===== src/swl_regs.vh =====
`ifndef SWL_REGS_VH
`define SWL_REGS_VH
// Clock cycles per microsecond (250 MHz)
`define SWL_US_CYCLES       250
// Times in microseconds, except the reset time in milliseconds
`define SWL_T_BREAK_US      190
`define SWL_T_BREAK_REC_US  40
`define SWL_T_HW1_MAX_US    50
`define SWL_T_HW0_MIN_US    86
`define SWL_T_CYCD_US       205
`define SWL_T_DW1_US        40
`define SWL_T_DW0_US        110
`define SWL_T_RSPS_US       300
`define SWL_T_RST_MS        2200
// Host bit threshold, halfway between the two host low widths
`define SWL_T_SPLIT_US      ((`SWL_T_HW1_MAX_US + `SWL_T_HW0_MIN_US) / 2)
// Long-low reset count at the full clock rate
`define SWL_N_RST           (`SWL_T_RST_MS * 1000 * `SWL_US_CYCLES)
// Frame layout
`define SWL_CMD_BITS        8
`define SWL_DATA_BITS       8
`define SWL_CMD_RW_BIT      7
`endif


===== src/swl_link.v =====
// Contract
// - The single-wire link is an option sharing the two-wire data pin.
// - Once single-wire mode is chosen it stays chosen until power-up.
// - Device bit periods last 190 to 250 us, nominally 205 us.
// - A host low of at least 2.2 s on the line resets the device.
`include "swl_regs.vh"
module swl_link #(
    // Cycles per microsecond; a test may shrink it to keep runs short
    parameter US_CYCLES  = `SWL_US_CYCLES,
    parameter RST_CYCLES = `SWL_N_RST
) (
    input  wire       mclk_i,
    input  wire       rst_b_i,
    input  wire       sel_single_wire_i,
    input  wire       single_wire_data_line_i,
    output reg        single_wire_data_line_o,
    output reg        single_wire_data_line_oe_o,
    output reg        single_wire_mode_o,
    output reg        cmd_valid_o,
    output reg  [6:0] cmd_addr_o,
    output reg        cmd_write_o,
    output reg  [7:0] wr_data_o,
    input  wire [7:0] rd_data_i,
    output reg        device_reset_o
);
    // ----------------------------------------------------------------
    // States
    // ----------------------------------------------------------------
    localparam [2:0] ST_IDLE  = 3'd0;
    localparam [2:0] ST_BREAK = 3'd1;
    localparam [2:0] ST_RXBIT = 3'd2;
    localparam [2:0] ST_WAIT  = 3'd3;
    localparam [2:0] ST_TXBIT = 3'd4;

    localparam [31:0] N_BREAK  = `SWL_T_BREAK_US * US_CYCLES;
    localparam [31:0] N_BRREC  = `SWL_T_BREAK_REC_US * US_CYCLES;
    localparam [31:0] N_SPLIT  = `SWL_T_SPLIT_US * US_CYCLES;
    localparam [31:0] N_CYCD   = `SWL_T_CYCD_US * US_CYCLES;
    localparam [31:0] N_DW1    = `SWL_T_DW1_US * US_CYCLES;
    localparam [31:0] N_DW0    = `SWL_T_DW0_US * US_CYCLES;
    localparam [31:0] N_RSPS   = `SWL_T_RSPS_US * US_CYCLES;
    localparam [31:0] N_RST    = RST_CYCLES;

    wire       line;
    reg        line_d;
    reg  [2:0] state;
    reg [31:0] cnt;
    reg [31:0] low_cnt;
    reg  [4:0] bit_idx;
    reg [15:0] shreg;
    reg  [7:0] tx_byte;
    reg        armed;

    wire fall = line_d & ~line;
    wire rise = ~line_d & line;

    // ----------------------------------------------------------------
    // Bit decode
    // ----------------------------------------------------------------
    // Short low is a one; valid at the rise that ends the pulse
    wire rx_bit = (cnt < N_SPLIT);

    // ----------------------------------------------------------------
    // Pin input, shared with the two-wire data pin
    // ----------------------------------------------------------------
    swl_sync u_sync (
        .mclk_i  (mclk_i),
        .rst_b_i (rst_b_i),
        .din_i   (single_wire_data_line_i),
        .dout_o  (line)
    );

    // ----------------------------------------------------------------
    // Mode latch and long-low reset
    // ----------------------------------------------------------------
    // Mode is sticky: only reset clears it, a low line never does
    always @(posedge mclk_i) begin
        if (!rst_b_i) begin
            single_wire_mode_o <= 1'b0;
            low_cnt            <= 32'd0;
            device_reset_o     <= 1'b0;
            line_d             <= 1'b1;
        end else begin
            line_d <= line;
            if (sel_single_wire_i) begin
                single_wire_mode_o <= 1'b1;
            end
            // Counter saturates, so a held line gives one reset pulse
            if (line || single_wire_data_line_oe_o) begin
                low_cnt <= 32'd0;
            end else if (low_cnt != N_RST) begin
                low_cnt <= low_cnt + 32'd1;
            end
            device_reset_o <= single_wire_mode_o &&
                              (low_cnt == N_RST - 32'd1);
        end
    end

    // ----------------------------------------------------------------
    // Protocol engine
    // ----------------------------------------------------------------
    // Half duplex line: one engine serves both directions
    always @(posedge mclk_i) begin
        if (!rst_b_i) begin
            state                      <= ST_IDLE;
            cnt                        <= 32'd0;
            bit_idx                    <= 5'd0;
            shreg                      <= 16'h0000;
            tx_byte                    <= 8'h00;
            armed                      <= 1'b0;
            cmd_valid_o                <= 1'b0;
            cmd_addr_o                 <= 7'h00;
            cmd_write_o                <= 1'b0;
            wr_data_o                  <= 8'h00;
            single_wire_data_line_o    <= 1'b1;
            single_wire_data_line_oe_o <= 1'b0;
        end else begin
            cmd_valid_o <= 1'b0;
            cnt         <= cnt + 32'd1;
            if (!single_wire_mode_o || device_reset_o) begin
                state                      <= ST_IDLE;
                single_wire_data_line_oe_o <= 1'b0;
            end else begin
                case (state)
                ST_IDLE: begin
                    // Any fall may open a break; short ones drop back here
                    if (fall) begin
                        cnt   <= 32'd0;
                        armed <= 1'b0;
                        state <= ST_BREAK;
                    end
                end
                ST_BREAK: begin
                    // Break low, then recovery high before first bit
                    if (!line && cnt >= N_BREAK) begin
                        armed <= 1'b1;
                    end
                    if (rise) begin
                        if (!armed) begin
                            state <= ST_IDLE;
                        end
                        cnt <= 32'd0;
                    end
                    if (fall && line_d && armed) begin
                        if (cnt >= N_BRREC) begin
                            cnt     <= 32'd0;
                            bit_idx <= 5'd0;
                            state   <= ST_RXBIT;
                        end else begin
                            state <= ST_IDLE;
                        end
                    end
                end
                ST_RXBIT: begin
                    // Pulse width decides the bit; LSB first
                    if (rise) begin
                        shreg   <= {rx_bit, shreg[15:1]};
                        bit_idx <= bit_idx + 5'd1;
                        if (bit_idx == 5'd7 && !rx_bit) begin
                            // Read command complete; new bit is the rw flag
                            cmd_addr_o  <= shreg[15:9];
                            cmd_write_o <= 1'b0;
                            cmd_valid_o <= 1'b1;
                            cnt         <= 32'd0;
                            state       <= ST_WAIT;
                        end else if (bit_idx == 5'd15) begin
                            cmd_addr_o  <= shreg[7:1];
                            cmd_write_o <= 1'b1;
                            wr_data_o   <= {rx_bit, shreg[15:9]};
                            cmd_valid_o <= 1'b1;
                            state       <= ST_IDLE;
                        end
                    end
                    // Period floor of 190 us is the host's to keep
                    if (fall) begin
                        cnt <= 32'd0;
                    end
                    // A low past the break time restarts a cut frame
                    if (!line && !line_d && cnt >= N_BREAK) begin
                        armed <= 1'b1;
                        state <= ST_BREAK;
                    end
                end
                ST_WAIT: begin
                    // Response starts after the response delay
                    // Read data is taken once, two cycles after the strobe
                    if (cnt == 32'd1) begin
                        tx_byte <= rd_data_i;
                    end
                    if (cnt >= N_RSPS) begin
                        cnt     <= 32'd0;
                        bit_idx <= 5'd0;
                        state   <= ST_TXBIT;
                    end
                end
                ST_TXBIT: begin
                    // Fixed 205 us period; low length carries the bit
                    single_wire_data_line_oe_o <=
                        (cnt < (tx_byte[0] ? N_DW1 : N_DW0));
                    single_wire_data_line_o <= 1'b0;
                    if (cnt == N_CYCD - 32'd1) begin
                        cnt     <= 32'd0;
                        tx_byte <= {1'b0, tx_byte[7:1]};
                        bit_idx <= bit_idx + 5'd1;
                        if (bit_idx == 5'd7) begin
                            // Host turnaround is its own duty
                            single_wire_data_line_oe_o <= 1'b0;
                            state <= ST_IDLE;
                        end
                    end
                end
                default: begin
                    state <= ST_IDLE;
                end
                endcase
            end
        end
    end
endmodule // swl_link


===== src/swl_sync.v =====
module swl_sync (
    input  wire mclk_i,
    input  wire rst_b_i,
    input  wire din_i,
    output reg  dout_o
);
    reg s1;
    reg s2;
    reg s3;

    // Idle-high line; change accepted once stages two and three agree
    always @(posedge mclk_i) begin
        if (!rst_b_i) begin
            s1     <= 1'b1;
            s2     <= 1'b1;
            s3     <= 1'b1;
            dout_o <= 1'b1;
        end else begin
            s1 <= din_i;
            s2 <= s1;
            s3 <= s2;
            if (s2 == s3) begin
                dout_o <= s3;
            end
        end
    end
endmodule // swl_sync


===== config.mk =====
export PLATFORM = sky130hd
export DESIGN_NAME = swl_link
export DESIGN_NICKNAME = d
export VERILOG_FILES = /design/src/swl_link.v /design/src/swl_sync.v
export VERILOG_INCLUDE_DIRS = /design/src /design/src/src
export SDC_FILE = /design/constraint.sdc
export NUM_CORES = 1
export LEC_CHECK = 0
export BUFFER_PORTS_ARGS = -buffer_cell sky130_fd_sc_hd__buf_4
export CORE_AREA = 2 2 97 99
export CTS_BUF_LIST = sky130_fd_sc_hd__clkbuf_4
export CTS_CLUSTER_DIAMETER = 200
export DETAILED_ROUTE_END_ITERATION = 16
export DIE_AREA = 0 0 99 101
export PLACE_DENSITY = 0.89
export SYNTH_ARGS = -nofsm -noshare
export SYNTH_HDL_FRONTEND = slang
export SYNTH_SLANG_ARGS = --single-unit

===== constraint.sdc =====
create_clock -name mclk_i -period 3.75 [get_ports mclk_i]
set_input_delay 0.75 -clock mclk_i [delete_from_list [all_inputs] [get_ports mclk_i]]
set_output_delay 0.75 -clock mclk_i [all_outputs]
set_load 0.02 [all_outputs]

==> impl_metrics.tcl, run 1 <==
set metrics [dict create \
    worst-endpoint-arrival_ns 3.42 \
    syn_inst 707 \
    ys_seq_area_share_pct 41.2 \
    post_synth_main_area_contributors "dfxtp_1, nand2_1, nor2_1" \
    grt.total_usage_pct 26.3 \
    insertion_delay_ns 0.52 \
    yosys.area.top_type "dfxtp_1" \
    finalHoldViolations 0 \
    worst_slew_pin_slew_ns 0.793 \
    slew_headroom_pct 47.0 \
    cts_setup_buffers 0 \
    postCtsHoldBufs 0 \
    criticalPathCategory "reg2reg" \
    dieHeight_um 101 \
    area_growth_pct 8.15 \
    ios 33 \
    routed-via-count 5080 \
    place_ws_ns 0.808 \
    floorplan.die_area_sq_um 10000 \
    startpoint_class "register" \
    dp_hpwl_um 8840 \
    wl_per_cell_um 15.1 \
    wl_um 12800 \
    antenna_left 0 \
    finalSetupTns_ns 0 \
    avgSynthCellArea_sq_um 8.38 \
    clk_pin_slew_ns 0.13 \
    cp_slowest_cell "o41a_1" \
    crit_path_max_incr_delay_ns 0.70 \
    period_minus_slack_ns 3.00 \
    max-clock-path-buffers 2 \
    path_cells "ha_1 -> nand2_1 -> nor3_1 -> o41a_1 -> a21o_1 -> nor3_1 -> o21ai_2 -> buf_4 -> nor2_1" \
    synth.top_cell.area_share_pct 41.2 \
    antennaDiodeCount 0 \
    clkSinkCount 122 \
    drtIter0Drc 433 \
    cts_made_buffers 17 \
    synth-edff-count 0 \
    grt_start_max_net_pins 59 \
    drive_above_1_share_pct 11.1 \
    power.static_leakage_nw 2.33 \
    cpLargestDelayFamily "compound AO/OA/AOI/OAI gates" \
    gp_routability_congestion 0.887 \
    cp_data_required_time_ns 4.16 \
    timing.fmax_mhz 333 \
    maxcap_violations 0 \
    grt_pass1_vias 4726 \
    netlist_top_cells_count "dfxtp_1, nand2_1, nor2_1, xor2_1, nand3_1" \
    grt_setup_unrepaired "no" \
    syn-num-nets 733 \
    synth_async_sr_flop_share_pct 0 \
    finalSetupViolCount 0 \
    vias_per_cell 5.99 \
    synth-seq-cells 122 \
    nets 750 \
    antenna_found_initial 0 \
    die_w_um 99 \
    io_buffer_count 32 \
    ys.flop_type "dfxtp_1" \
    min_setup_slack_post_route_ns 0.745 \
    crit_path_end_kind "register" \
    period_share_pct 80.1 \
    finalMaxSlewViolations 0 \
    coreArea_sq_um 8980 \
    synth.lib_cells_used.distinct 62 \
    cp_num_buf_inv 1 \
    remaining_drc_errors 0 \
    clock_tree.htree_level_count 4 \
    dpl.cell_count 816 \
    synth-warning-count 0 \
    crit_fanout 12 \
    fp-row-count 35 \
    final.hold.worst_slack_ns 0.407 \
    cts_tree "done" \
    vdd_drop_max_uv 229 \
    outcome "completed" \
    post_synth_instance_area_sq_um 5920 \
    min-delay-path-class "in2reg" \
    power-per-cell-area_nw_per_um2 346 \
    grt.overflow.total 0 \
    path_common_cell "nor3_1" \
    worst_clock_skew_ns 0.0297 \
    firstDrtPassIters 5 \
    post-synth-top-count-cell "dfxtp_1" \
    root_buffer "clkbuf_4" \
    first_pass_grt_wire_length_um 21500 \
    cts_resized 0 \
    fin_cells 848 \
    start_util_pct 66.0 \
]
==> through the flow <==
| stage | util [%] | area (sq um) | power (W) |
|---|---|---|---|
| floorplan | - | 5920 | 0.00137 |
| global placement | 68.5 | 6150 | 0.00138 |
| detailed placement | 68.5 | 6150 | 0.00139 |
| CTS | 71.4 | 6410 | 0.00223 |
| global route | 71.4 | 6410 | 0.00228 |
| finish | 71.4 | 6410 | 0.00222 |
==> state kept, by name (all words and copies together) (netlist names), 3 cells and up <==
signal and cells:
bit_idx 5, cmd_addr_o 7, cnt 32, low_cnt 32, shreg 15, state 3, tx_byte 8, wr_data_o 8
==> final cells by class <==
class / count / area [sq um]
Timing Repair Buffer: 35 / 263
Clock inverter: 15 / 128
Sequential cell: 122 / 2440
Tap cell: 111 / 139
Multi-Input combinational cell: 531 / 3240
Fill cell: 660 / 2570
Inverter: 17 / 63.8
Clock buffer: 17 / 128
==> power breakdown <==
part,leakage (nW),internal [W],switching [W]
sequential,0.984,0.00130,0.00000610
combinational,1.22,0.0000226,0.0000275
clock,0.132,0.000285,0.000578
total,2.33,0.00161,0.000612
==> layer usage <==
metal  share of wire [%]  global-route usage, %
met1                  42                   32.9
met2                  49                   43.5
met3                 7.6                   7.77
met4                 1.4                   9.17
met5                   0                      0
==> placed cells by master (no fill, tap or decap), types with 3 or more instances in the layout <==
cell	synthesis	final
dfxtp_1	122	122
nand2_1	98	98
nor2_1	88	88
xor2_1	37	37
buf_4	1	35
nand3_1	31	31
a21oi_1	30	30
nor2b_1	19	19
inv_1	17	17
xnor2_1	17	17
clkbuf_4	0	17
mux2i_1	16	16
a21boi_0	16	16
and3_1	15	15
nand4_1	15	15
nor4_1	14	14
o21ai_0	14	14
ha_1	14	14
nor3_1	12	12
nand2b_1	9	9
o211a_1	8	8
or3_1	7	7
inv_6	0	7
a31oi_1	6	6
and2_1	5	5
o21a_1	5	5
a21boi_1	4	4
o31ai_1	3	3
o2111ai_1	3	3
o211ai_1	3	3
and4_1	3	3
a211oi_1	3	3
clkinvlp_4	0	3
==> logic make-up (layout without fill, tap and decap cells) <==
kind of cell / Yosys count / in the layout / synth area share [%]
and+or+nand+nor: 338 / 338 / 28.5
DFF: 122 / 122 / 41.2
AOI/OAI and AO/OA: 109 / 109 / 12.6
xor gates and xnor gates: 54 / 54 / 7.98
buffers and inverters: 54 / 84 / 4.08
muxes: 16 / 16 / 2.70
adders and majority gates: 14 / 14 / 2.96
==> worst paths after layout <==
kind                           startpoint         to  slack, ns  cells after the start
setup / recovery               bit_idx[0]    cnt[20]       0.75                      9
hold / removal    single_wire_data_line_i  u_sync.s1       0.41                      2
setup reg to reg               bit_idx[0]    cnt[20]       0.75                      9
hold reg to reg                 u_sync.s1  u_sync.s2       0.43                      1
No activity file was read; power rests on OpenSTA's default activity.
==> inputs of run 2 (changes only) <==
--- a/config.mk
+++ b/config.mk
@@ -7,12 +7,12 @@
 export NUM_CORES = 1
 export LEC_CHECK = 0
 export BUFFER_PORTS_ARGS = -buffer_cell sky130_fd_sc_hd__buf_4
-export CORE_AREA = 2 2 97 99
+export CORE_AREA = 2 2 105 107
 export CTS_BUF_LIST = sky130_fd_sc_hd__clkbuf_4
 export CTS_CLUSTER_DIAMETER = 200
 export DETAILED_ROUTE_END_ITERATION = 16
-export DIE_AREA = 0 0 99 101
-export PLACE_DENSITY = 0.89
+export DIE_AREA = 0 0 107 109
+export PLACE_DENSITY = 0.8
 export SYNTH_ARGS = -nofsm -noshare
 export SYNTH_HDL_FRONTEND = slang
 export SYNTH_SLANG_ARGS = --single-unit
==> constraint.sdc (replaced) <==
create_clock -name mclk_i -period 2.49 [get_ports mclk_i]
set_input_delay 0.498 -clock mclk_i [delete_from_list [all_inputs] [get_ports mclk_i]]
set_output_delay 0.498 -clock mclk_i [all_outputs]
set_load 0.02 [all_outputs]
==> impl_metrics.tcl, run 2 (synthesis gave the netlist of run 1 again) <==
set metrics [dict create \
    timing.fmax_mhz 421 \
    finalSetupViolCount 0 \
    area_growth_pct 11.8 \
    clkSinkCount 122 \
    routed-via-count 5025 \
    sequential_fraction_of_design_power_pct 56.5 \
    reg2reg_to "bit_idx[3]" \
    grt.overflow.total 0 \
    share_comb_of_total_power_pct 2.3 \
    cp_data_required_time_ns 2.95 \
    dp_hpwl_um 8810 \
    antenna_found_initial 1 \
    max-clock-path-buffers 2 \
    min-delay-path-class "in2reg" \
    dieHeight_um 109 \
    setup_slack_of_the_most_critical_reg_to_reg_path_ns 0.11 \
    wl_um 12500 \
    power.share.switching_pct 22.7 \
    fp-row-count 38 \
    criticalPathCategory "reg2reg" \
    gp_routability_congestion 0.903 \
    finalHoldViolations 0 \
    drive_above_1_share_pct 13.8 \
    die_w_um 107 \
    finalSetupTns_ns 0 \
    vias_per_cell 5.62 \
    grt.total_usage_pct 22.7 \
    period_share_pct 95.5 \
    wl_per_cell_um 14.0 \
    totalPowerFinal_w 0.00348 \
    clock_tree.htree_level_count 4 \
    start_util_pct 55.9 \
    maxcap_violations 0 \
    min_delay_src "single_wire_data_line_i" \
    worstHoldEndpoint "u_sync.s1" \
    power.static_leakage_nw 2.44 \
    startpoint "cnt[4]" \
    period_minus_slack_ns 2.38 \
    drtIter0Drc 360 \
    cts_made_buffers 17 \
    largest_registers "cnt x32, low_cnt x32, shreg x15" \
    internal-power_w 0.00269 \
    power-per-cell-area_nw_per_um2 525 \
    coreArea_sq_um 10600 \
    worst_slew_pin_slew_ns 0.689 \
    crit_fanout 10 \
    cts_tree "done" \
    detailed_place.area_sq_um 6310 \
    cts_setup_buffers 0 \
    mostFrequentLayoutCell "dfxtp_1" \
    fin_cells 894 \
    worst-endpoint-arrival_ns 2.84 \
    floorplan.die_area_sq_um 11700 \
    grt_start_max_net_pins 48 \
    remaining_drc_errors 0 \
    share_clk_of_total_power_pct 41.2 \
    root_buffer "clkbuf_4" \
    vdd_drop_max_uv 406 \
    slew_headroom_pct 54.0 \
    rr_startpoint "cnt[4]" \
    nets 766 \
    worst-r2r-cell-count 6 \
    finalMaxSlewViolations 0 \
    first_pass_grt_wire_length_um 21100 \
    most-common-layout-cells "dfxtp_1, nand2_1, nor2_1, buf_4, xor2_1" \
    p_sw_w 0.000791 \
    worst_clock_skew_ns 0.00863 \
    insertion_delay_ns 0.53 \
    io_buffer_count 32 \
    final_cell_area_sq_um 6630 \
    whs_path_depth 2 \
    outcome "completed" \
    ios 33 \
    antenna_left 0 \
    grt_pass1_vias 4685 \
    crit_path_end_kind "register" \
    clk_pin_slew_ns 0.10 \
    dpl.cell_count 861 \
    startpoint_class "register" \
    firstDrtPassIters 7 \
]
==> run 2: changes by cell type in the layout (fill, tap and decap cells not counted), sizes merged <==
| cell | change |
|---|---|
| diode | +1 |
| clkinv | +5 |
| buf | +16 |
| inv | -9 |
| clkbuf | +1 |
| bufinv | +3 |
==> run 2: power groups by stage <==
stage / combinational (W) / clock, W / sequential (W)
floorplan: 0.0000488 / 0 / 0.00201
global placement: 0.0000772 / 0 / 0.00201
detailed placement: 0.0000786 / 0 / 0.00201
CTS: 0.0000794 / 0.00147 / 0.00197
global route: 0.0000868 / 0.00155 / 0.00197
finish: 0.0000797 / 0.00143 / 0.00197
==> run 2: through the flow <==
stage          hold WS, ns  util, %  setup WS, ns
4_1_cts             0.0896     62.2        0.0905
5_1_grt              0.117     62.5      -0.00211
3_5_place_dp         0.412     59.5         0.108
2_1_floorplan        0.386        -         0.419
6_report             0.148     62.5         0.112
3_3_place_gp         0.388     59.5         0.162
==> run 2: metal layers <==
| metal | GRT usage, % | wire [um] | vias to the layer above | share of wire (%) |
|---|---|---|---|---|
| met4 | 9.74 | 239 | 0 | 1.9 |
| met3 | 5.86 | 552 | 24 | 4.4 |
| met1 | 27.5 | 5620 | 2362 | 45 |
| li1 | - | - | 2519 | - |
| met5 | 0 | 0 | - | 0 |
| met2 | 38.1 | 6120 | 120 | 49 |
==> run 2: timing repair <==
item                       CTS  global route
gates resized for setup      0             8
setup endpoints to repair    0            20
hold buffers                 0             0
==> run 2: worst max path at each step <==
| stage | end | slack, ns |
|---|---|---|
| 6_report | bit_idx[3] | 0.11 |
| 4_1_cts | bit_idx[3] | 0.09 |
| 3_5_place_dp | bit_idx[3] | 0.11 |
| 2_1_floorplan | cmd_addr_o[2] | 0.42 |
| 3_3_place_gp | bit_idx[3] | 0.16 |
| 5_1_grt | state[1] | -0.002 |
==> run 2: layout make-up <==
cell class,count,area [sq um]
Fill cell,901,3980
Multi-Input combinational cell,531,3260
Sequential cell,122,2450
Timing Repair Buffer,51,387
Tap cell,140,175
Clock inverter,14,155
Clock buffer,18,135
Inverter,17,63.8
Antenna cell,1,2.50
==> run 2: critical path: stages, from the launching register on <==
cell	delay (ns)
dfxtp_1	0.51
nand3_1	0.20
o211a_1	0.27
o2111ai_1	0.42
nand3_4	0.20
or4_1	0.55
a21boi_1	0.17
